### src/dma_flag_pkg.sv
`default_nettype none
package dma_flag_pkg;
   // register byte offsets on the bus
   localparam logic [11:0] OFF_STATUS = 12'h000;
   localparam logic [11:0] OFF_CLEAR = 12'h004;
   localparam logic [11:0] OFF_MASK = 12'h008;
   // channel count and flags per channel
   localparam int NUM_CH = 8;
   localparam int FLAGS_PER_CH = 4;
   // flag order inside one channel's nibble
   localparam int FLAG_ANY = 0;
   localparam int FLAG_DONE = 1;
   localparam int FLAG_HALF = 2;
   localparam int FLAG_FAULT = 3;
   // values after reset, plus the all-ones nibble used by the clear-all
   localparam logic [31:0] STATUS_RST = 32'h0000_0000;
   localparam logic [31:0] MASK_RST = 32'h0000_0000;
   localparam logic [31:0] RDATA_RST = 32'h0000_0000;
   localparam logic [3:0] NIBBLE_RST = 4'h0;
   localparam logic [3:0] NIBBLE_ALL = 4'hF;
endpackage : dma_flag_pkg
`default_nettype wire

### src/dma_chan_flags.sv
`timescale 1ns/1ps
`default_nettype none
module dma_chan_flags (
   input wire logic clk_in,
   input wire logic rst_n_in,
   input wire logic transfer_done_event_in,
   input wire logic halfway_event_in,
   input wire logic transfer_fault_event_in,
   input wire logic [3:0] clr_in,
   output logic [3:0] flags_out
);
   logic [3:0] flags_r;
   logic [3:0] flags_nxt;
   logic [3:0] set_w;
   logic [3:0] clr_w;

   always_comb begin
      set_w = dma_flag_pkg::NIBBLE_RST;
      set_w[dma_flag_pkg::FLAG_ANY] = transfer_done_event_in | halfway_event_in |
                                      transfer_fault_event_in;
      set_w[dma_flag_pkg::FLAG_DONE] = transfer_done_event_in;
      set_w[dma_flag_pkg::FLAG_HALF] = halfway_event_in;
      set_w[dma_flag_pkg::FLAG_FAULT] = transfer_fault_event_in;
      // global clear wipes the whole nibble
      clr_w = clr_in[dma_flag_pkg::FLAG_ANY] ? dma_flag_pkg::NIBBLE_ALL : clr_in;
      // set applied after clear so a same-cycle event survives
      flags_nxt = (flags_r & ~clr_w) | set_w;
   end

   always_ff @(posedge clk_in or negedge rst_n_in) begin
      if (!rst_n_in) begin
         flags_r <= dma_flag_pkg::NIBBLE_RST;
      end else begin
         flags_r <= flags_nxt;
      end
   end

   assign flags_out = flags_r;
endmodule : dma_chan_flags
`default_nettype wire

### src/dma_channel_event_flags.sv
// How it works
// - channel 4 halfway event sets bit 18, held until cleared
// - channel 4 fault event sets bit 19, held until cleared
// - any done, halfway or fault event sets that channel's any-event bit
// - channel 5 done event sets bit 21; zero means no completion
// - status is read-only; writing one to the clear register clears the bit, but an event at the same edge wins over any clear
// - nibble order any, done, halfway, fault; channel 6 uses bits 24 to 27
// - channel 7 any-event at bit 28, done at bit 29
// - all flags reset to zero; zero means no event since last clear
// - clear-all bit of a channel clears its four flags; zero does nothing
`timescale 1ns/1ps
`default_nettype none
module dma_channel_event_flags #(
   parameter int NUM_CH = dma_flag_pkg::NUM_CH
) (
   input wire logic CLK_SYS_IN,
   input wire logic RESET_N_IN,
   input wire logic PSEL_IN,
   input wire logic PENABLE_IN,
   input wire logic PWRITE_IN,
   input wire logic [11:0] PADDR_IN,
   input wire logic [31:0] PWDATA_IN,
   input wire logic [3:0] PSTRB_IN,
   output logic [31:0] PRDATA_OUT,
   output logic PREADY_OUT,
   output logic PSLVERR_OUT,
   input wire logic [NUM_CH-1:0] TRANSFER_DONE_EVENT_IN,
   input wire logic [NUM_CH-1:0] HALFWAY_EVENT_IN,
   input wire logic [NUM_CH-1:0] TRANSFER_FAULT_EVENT_IN,
   output logic IRQ_OUT
);
   localparam int SW = NUM_CH * dma_flag_pkg::FLAGS_PER_CH;

   logic pready_r;
   logic [31:0] prdata_r;
   logic pslverr_r;
   logic irq_r;
   logic [31:0] mask_r;
   logic [31:0] status_w;
   logic [SW-1:0] flags_w;
   logic [31:0] strb_mask_w;
   logic [31:0] clear_w;
   logic acc_w;
   logic done_w;
   logic hit_status_w;
   logic hit_clear_w;
   logic hit_mask_w;
   logic mapped_w;

   ////////////////////////////////////////////////////////////////////////////
   // bus decode: one wait state, pready from a flop
   assign acc_w = PSEL_IN & PENABLE_IN;
   assign done_w = acc_w & pready_r;
   assign hit_status_w = (PADDR_IN == dma_flag_pkg::OFF_STATUS);
   assign hit_clear_w = (PADDR_IN == dma_flag_pkg::OFF_CLEAR);
   assign hit_mask_w = (PADDR_IN == dma_flag_pkg::OFF_MASK);
   assign mapped_w = hit_status_w | hit_clear_w | hit_mask_w;

   genvar b;
   generate
      for (b = 0; b < 4; b++) begin : g_strb
         assign strb_mask_w[8*b+7:8*b] = {8{PSTRB_IN[b]}};
      end
   endgenerate

   // clear strobe only at the completing edge
   assign clear_w = (done_w & PWRITE_IN & hit_clear_w) ?
                    (PWDATA_IN & strb_mask_w) : dma_flag_pkg::STATUS_RST;

   always_ff @(posedge CLK_SYS_IN or negedge RESET_N_IN) begin
      if (!RESET_N_IN) begin
         pready_r <= 1'b0;
      end else begin
         pready_r <= acc_w & ~pready_r;
      end
   end

   always_ff @(posedge CLK_SYS_IN or negedge RESET_N_IN) begin
      if (!RESET_N_IN) begin
         prdata_r <= dma_flag_pkg::RDATA_RST;
         pslverr_r <= 1'b0;
      end else if (acc_w & ~pready_r) begin
         pslverr_r <= ~mapped_w;
         if (!PWRITE_IN && hit_status_w) begin
            prdata_r <= status_w;
         end else if (!PWRITE_IN && hit_mask_w) begin
            prdata_r <= mask_r;
         end else begin
            // clear register and writes read back zero
            prdata_r <= dma_flag_pkg::RDATA_RST;
         end
      end
   end

   always_ff @(posedge CLK_SYS_IN or negedge RESET_N_IN) begin
      if (!RESET_N_IN) begin
         mask_r <= dma_flag_pkg::MASK_RST;
      end else if (done_w && PWRITE_IN && hit_mask_w) begin
         mask_r <= (mask_r & ~strb_mask_w) | (PWDATA_IN & strb_mask_w);
      end
   end

   ////////////////////////////////////////////////////////////////////////////
   // per-channel flag nibbles
   genvar c;
   generate
      for (c = 0; c < NUM_CH; c++) begin : g_ch
         dma_chan_flags u_flags (
            .clk_in(CLK_SYS_IN),
            .rst_n_in(RESET_N_IN),
            .transfer_done_event_in(TRANSFER_DONE_EVENT_IN[c]),
            .halfway_event_in(HALFWAY_EVENT_IN[c]),
            .transfer_fault_event_in(TRANSFER_FAULT_EVENT_IN[c]),
            .clr_in(clear_w[4*c+3:4*c]),
            .flags_out(flags_w[4*c+3:4*c])
         );
      end
   endgenerate

   // channels beyond the word width are impossible; short configs pad zero
   always_comb begin
      status_w = dma_flag_pkg::STATUS_RST;
      status_w[SW-1:0] = flags_w;
   end

   ////////////////////////////////////////////////////////////////////////////
   // interrupt: level, one cycle behind the flags
   always_ff @(posedge CLK_SYS_IN or negedge RESET_N_IN) begin
      if (!RESET_N_IN) begin
         irq_r <= 1'b0;
      end else begin
         irq_r <= |(status_w & mask_r);
      end
   end

   assign PRDATA_OUT = prdata_r;
   assign PREADY_OUT = pready_r;
   assign PSLVERR_OUT = pslverr_r;
   assign IRQ_OUT = irq_r;
endmodule : dma_channel_event_flags
`default_nettype wire

### config.mk
export PLATFORM = sky130hd
export DESIGN_NAME = dma_channel_event_flags
export DESIGN_NICKNAME = d
export VERILOG_FILES = /design/src/dma_flag_pkg.sv /design/src/dma_chan_flags.sv /design/src/dma_channel_event_flags.sv
export SDC_FILE = /design/constraint.sdc
export NUM_CORES = 1
export LEC_CHECK = 0
export ABC_AREA = 1
export BUFFER_PORTS_ARGS = -buffer_cell sky130_fd_sc_hd__buf_2
export CAP_MARGIN = 10
export CORE_MARGIN = 3
export CORE_UTILIZATION = 29
export CTS_BUF_LIST = sky130_fd_sc_hd__clkbuf_8
export DETAILED_ROUTE_END_ITERATION = 10
export GPL_ROUTABILITY_DRIVEN = 0
export GPL_TIMING_DRIVEN = 0
export PLACE_DENSITY = 0.48
export REMOVE_ABC_BUFFERS = 1
export SYNTH_ARGS = -nofsm -noshare
export SYNTH_HDL_FRONTEND = slang
export SYNTH_HIERARCHICAL = 1
export SYNTH_SLANG_ARGS = --single-unit
### constraint.sdc
create_clock -name CLK_SYS_IN -period 1.5 [get_ports CLK_SYS_IN]
set_clock_uncertainty 0.05 [all_clocks]
set_input_delay 0.075 -clock CLK_SYS_IN [delete_from_list [all_inputs] [get_ports CLK_SYS_IN]]
set_output_delay 0.075 -clock CLK_SYS_IN [all_outputs]
set_load 0.02 [all_outputs]
### Word level (Yosys, flattened, before mapping)

Cells that the tools add are included.

* input bits: 77
* word-level logic and storage cells: 87
* register bits: 99
* output and inout bits: 35

* multiplexer cells: 11
* equality and inequality tests: 2
* reduce and logical (&&, ||, !) cells: 7
* bitwise gates (word level): 54

Operator list (count)
* 32-bit bitwise AND: 3
* 32-bit 2-to-1 mux: 3
* 4-bit bitwise AND: 8
* 4-bit 2-to-1 mux: 8
* 32-bit NOT: 1
* 4-bit NOT: 8
* 32-bit bitwise OR: 1
* 4-bit bitwise OR: 8
* 32-bit OR reduction: 1
* 1-bit bitwise OR: 18
* 12-bit by 3-bit equality test with 1-bit output (second input constant): 1
* 12-bit by 4-bit equality test with 1-bit output (second input constant): 1
* 12-bit zero test: 1
* 1-bit bitwise AND: 5
* 1-bit logical AND: 4
* 1-bit NOT: 2
* 1-bit zero test: 1

### Longest topological paths before layout

* depth after elaboration: 9
* depth in mapped cells: 9

### Hierarchy

The synthesis kept the hierarchy.

Modules (own cells, without submodules)
* dma_channel_event_flags: times used 1, area an instance 3706.1 µm², cells each 536
* dma_chan_flags: times used 8, area an instance 161.4 µm², cells each 20

### Worst setup path after synthesis

OpenSTA, ideal clock, no wires.

* path kind: register to register
* from: reg pready_r, in the netlist PREADY_OUT
* to: reg g_ch[0].u_flags.flags_r[0]
* path slack: -157 ps
* arrival: 1482 ps
* library setup time: 125 ps
* required time: 1325 ps
* buffers on the path: 0
* cell stages (with the launch flop): 8
* cell sequence: dfrtp_1 -> nand4_1 -> nor3b_2 -> nand2_1 -> nor2_1 -> inv_1 -> nand2_1 -> nand3_1

* word-level cells in the longest chain between the ends: 8

RTL lines
* start: declaration: RTL line dma_channel_event_flags.sv:34 `logic pready_r;`
* start signal: assignment: RTL line dma_channel_event_flags.sv:74 `pready_r <= acc_w & ~pready_r;`
* 1-bit bitwise AND: RTL line dma_channel_event_flags.sv:53 `assign done_w = acc_w & pready_r;`
* 1-bit bitwise AND (2 in series): RTL line dma_channel_event_flags.sv:67 `assign clear_w = (done_w & PWRITE_IN & hit_clear_w) ?`
* 32-bit 2-to-1 mux: RTL line dma_channel_event_flags.sv:67
* net clear_w[0]: RTL line dma_channel_event_flags.sv:42 `logic [31:0] clear_w;`
* 4-bit 2-to-1 mux: RTL line dma_chan_flags.sv:25 `clr_w = clr_in[dma_flag_pkg::FLAG_ANY] ? dma_flag_pkg::NIBBLE_ALL : clr_in;`
* 4-bit NOT: RTL line dma_chan_flags.sv:27 `flags_nxt = (flags_r & ~clr_w) | set_w;`
* 4-bit bitwise AND: RTL line dma_chan_flags.sv:27
* 4-bit bitwise OR: RTL line dma_chan_flags.sv:27
* net g_ch[0].u_flags.flags_nxt[0]: RTL line dma_chan_flags.sv:13 `logic [3:0] flags_nxt;`
* end signal: assignment: RTL line dma_chan_flags.sv:32 `flags_r <= dma_flag_pkg::NIBBLE_RST;`
* end signal: assignment: RTL line dma_chan_flags.sv:34 `flags_r <= flags_nxt;`
* end: declaration: RTL line dma_chan_flags.sv:12 `logic [3:0] flags_r;`

The timed path passes the listed nets, and every way through them passes these cells.
A chain may end at the register's enable or synchronous reset.

### Worst setup path in the final report

* from: reg pready_r, in the netlist PREADY_OUT
* to: reg g_ch[2].u_flags.flags_r[2]

* word-level cells in the longest chain between the ends: 8

RTL lines (RTL line)
* 1-bit bitwise AND: dma_channel_event_flags.sv:53
* 1-bit bitwise AND (2 in series): dma_channel_event_flags.sv:67
* 32-bit 2-to-1 mux: dma_channel_event_flags.sv:67
* net clear_w[8]: dma_channel_event_flags.sv:42
* 4-bit 2-to-1 mux: dma_chan_flags.sv:25
* 4-bit NOT: dma_chan_flags.sv:27
* 4-bit bitwise AND: dma_chan_flags.sv:27
* 4-bit bitwise OR: dma_chan_flags.sv:27
* net g_ch[2].u_flags.flags_nxt[2]: dma_chan_flags.sv:13
* end signal: assignment: dma_chan_flags.sv:32
* end signal: assignment: dma_chan_flags.sv:34
* end: declaration: dma_chan_flags.sv:12

The timed path passes the listed nets, and every way through them passes these cells.

==> metrics.txt <==
die height=137 um; Setup WS pre-CTS=-1.48 ns; Core Util, Final=42.6%; Crit path max-delay family=simple AND/OR/NAND/NOR gates; area grow syn2layout=42.2%; largest family of logic cells by synthesized area=simple AND/OR/NAND/NOR gates; Flop pwr share=50.8%; Die Wd=137 um; Initial Util=29.9%; Clock power frac=38.5%; Setup Viol. Count Final=32; Post-Synth Simple-Gate Area=42.1%; Worst path max stage delay=0.37 ns; Min-Delay Path Class=input pin to register; CTS tree=yes; Rows=47; routed wire length=17.4 mm; post-synthesis compound-gate area fraction=0.225%; register area share after synthesis=49.6%; status=finished with violations; Final Hold Vio Count=0; hold_sp=PADDR_IN[3]; combinational share of power=10.7%; I/O Pins=112; Remaining DRCs=0; Setup CP Type=register to register; CP Cell Sequence=nand4_1, buf_4, nor3b_4, buf_12, buf_6, nand2_8, nor2_4, nor2_1, nand2_1, nand2_1; Pint=0.00394 W; top_reg_cell synth=dfrtp_1; Switching Share=25.0%; post-DR wirelength/cell=15.7 um; top-area cell type share of the netlist area=49.6%; Pwr Density=739 mW/mm^2; r2r setup slk=-0.10 ns; Critical Path Most Common Cell=nand2_1; synthesized area=0.00500 mm^2; via count=5,113; post-synth top area cell=dfrtp_1; Max VDD drop=485 uV; first-pass GRT wire length=26.6 mm; Async SR Flop Fraction=100%; Post-Synth Adder-Cell Area=0%; grt total ovfl=0; antenna violations before repair=0; DRT iter0 DRCs=260; Max-Cap Viols=0; DP HPWL=10.0 mm; worst-path fanout max=8; CTS max path bufs=2; hold path endpoint=PSLVERR_OUT; Tot GR Track Use=18.6%; Net count, final=963; CP bufs+invs=3; Highest Clock Rate=624 MHz; Worst slew margin=24.5%; CTS H-tree depth=3; RSZ-0062 raised after global routing=yes; minimum clock period=1.60 ns; CP required=1.72 ns; clock sink count=99; share of cells above drive strength 1=21.0%; failing checks=negative setup slack; critical path startpoint category=register; clk slew on worst S/H paths=0.09 ns; Yosys Warn Count=6; share of synthesized area spent on multiplexers=0%; Post-synth EDFFs=0; crit share post-route=107%; Lkg Pwr=3.88 nW; Min Hold Slack=0.106 ns; Post-Syn Instances=696; router iterations before antenna repair=4; Worst R2R End=g_ch[2].u_flags/flags_out[2]; Seq cells post-synth=99; slowest stage cell, crit path=dfrtp_2; latest clock arrival within the worst-skew pair=0.39 ns; buffers added on ports=111; worst-margin pin slew=1.13 ns; Max Slew Vio Count=0; R2R Path Start=PREADY_OUT; hold-critical path depth=5; R2R cell count=10; xor/xnor share of the synthesized area=0%; CTS Buf Count=9; crit path DAT=1.82 ns; CP Capture Type=register; Die ar.=0.0188 mm^2; Placeable Area=0.0167 mm^2; Via density=4.60; remaining antenna violation count=0; Sw Pwr=0.00131 W; largest net degree at the start of global routing=65; PnR worst setup slack=-0.104 ns; synthesized area per cell=7.18 um^2; vias in the first global route=4,923; number of antenna diodes=0; Yosys cell types=14; Area contributors post-synth=dfrtp_1, nand2_1, nand4_1, nor2_1, inv_1; clk root buf=clkbuf_8
-- cell usage in the layout, fill, tap and decap left out, types with 16 or more instances in the layout --
master           n
buf_2          110
nand2_1        289
buf_4           16
nor2_1          65
dlygate4sd3_1   64
nand3_1         41
inv_1           71
nor2_4          17
nand4_1         74
dfrtp_1         98
-- through the flow --
stage          cell area, um^2  power (W)  instances  setup TNS (ns)
2_1_floorplan             4870    0.00282        665          -58.54
3_3_place_gp              5700    0.00306        996         -277.51
3_5_place_dp              5750    0.00308        997         -124.12
4_1_cts                   6990    0.00530       1106           -2.05
5_1_grt                   7110    0.00547       1111           -6.64
6_report                  7110    0.00525       1111           -2.07
-- power by group through the flow --
stage	registers (W)	logic, W	clock network [W]
final	0.00267	0.000562	0.00202
after global routing	0.00267	0.000614	0.00219
after CTS	0.00267	0.000545	0.00208
after detailed placement	0.00272	0.000358	0
after global placement	0.00272	0.000341	0
after floorplan	0.00273	0.0000966	0
-- cell usage after synthesis, types with 2 or more instances --
master / number
nand2_1: 296
dfrtp_1: 99
nor2_1: 77
nand4_1: 74
inv_1: 72
nand3_1: 41
clkbuf_1: 25
buf_2: 3
buf_4: 3
nor2_4: 2
-- worst max path at each step --
| stage | start | to | depth (start not counted) |
|---|---|---|---|
| CTS | PREADY_OUT | g_ch[0].u_flags/flags_out[0] | 10 |
| floorplan | PREADY_OUT | PRDATA_OUT[0] | 4 |
| detailed placement | PADDR_IN[5] | g_ch[7].u_flags/flags_out[0] | 10 |
| global placement | PREADY_OUT | PRDATA_OUT[14] | 4 |
| finish | PREADY_OUT | g_ch[2].u_flags/flags_out[2] | 10 |
| global route | PREADY_OUT | g_ch[6].u_flags/flags_out[0] | 9 |
-- tightest hold or removal path: cells and delay by family --
kind                   cells  cell delay (ns)
buffers and inverters      3             0.17
AO/OA/AOI/OAI              2             0.26
-- area by class of cell --
| class | instances | area, um^2 |
|---|---|---|
| repair buffers | 204 | 1520 |
| repair inverters | 2 | 15.0 |
| flip-flops and latches | 99 | 2480 |
| fillers | 1765 | 9590 |
| multi-input cells | 497 | 2310 |
| clock inverters | 5 | 76.3 |
| clock buffers | 11 | 151 |
| well taps | 220 | 275 |
| inverters | 73 | 282 |
-- what timing repair did --
item	4_1_cts	5_1_grt
endpoints found under the setup margin	97	89
cloned	4	2
resized for setup	33	16
endpoints found under the hold margin	113	0
hold buffers	64	0
setup buffers	25	4
pin swaps	13	7
-- cells by family (layout without fill, tap and decap cells) --
logic type             Yosys count  count (layout)
AO/OA/AOI/OAI                    2               2
buffers and inverters          104             295
flip-flops                      99              99
AND/OR/NAND/NOR                491             495
-- per-layer routing --
| metal | GRT usage (%) | vias up | part of all wire (%) |
|---|---|---|---|
| li1 | - | 2587 | - |
| met1 | 25.1 | 2375 | 46 |
| met2 | 31.3 | 138 | 48 |
| met3 | 2.70 | 13 | 4.6 |
| met4 | 4.43 | 0 | 1.2 |
| met5 | 0 | - | 0 |
No activity file was read; power rests on OpenSTA's default activity.
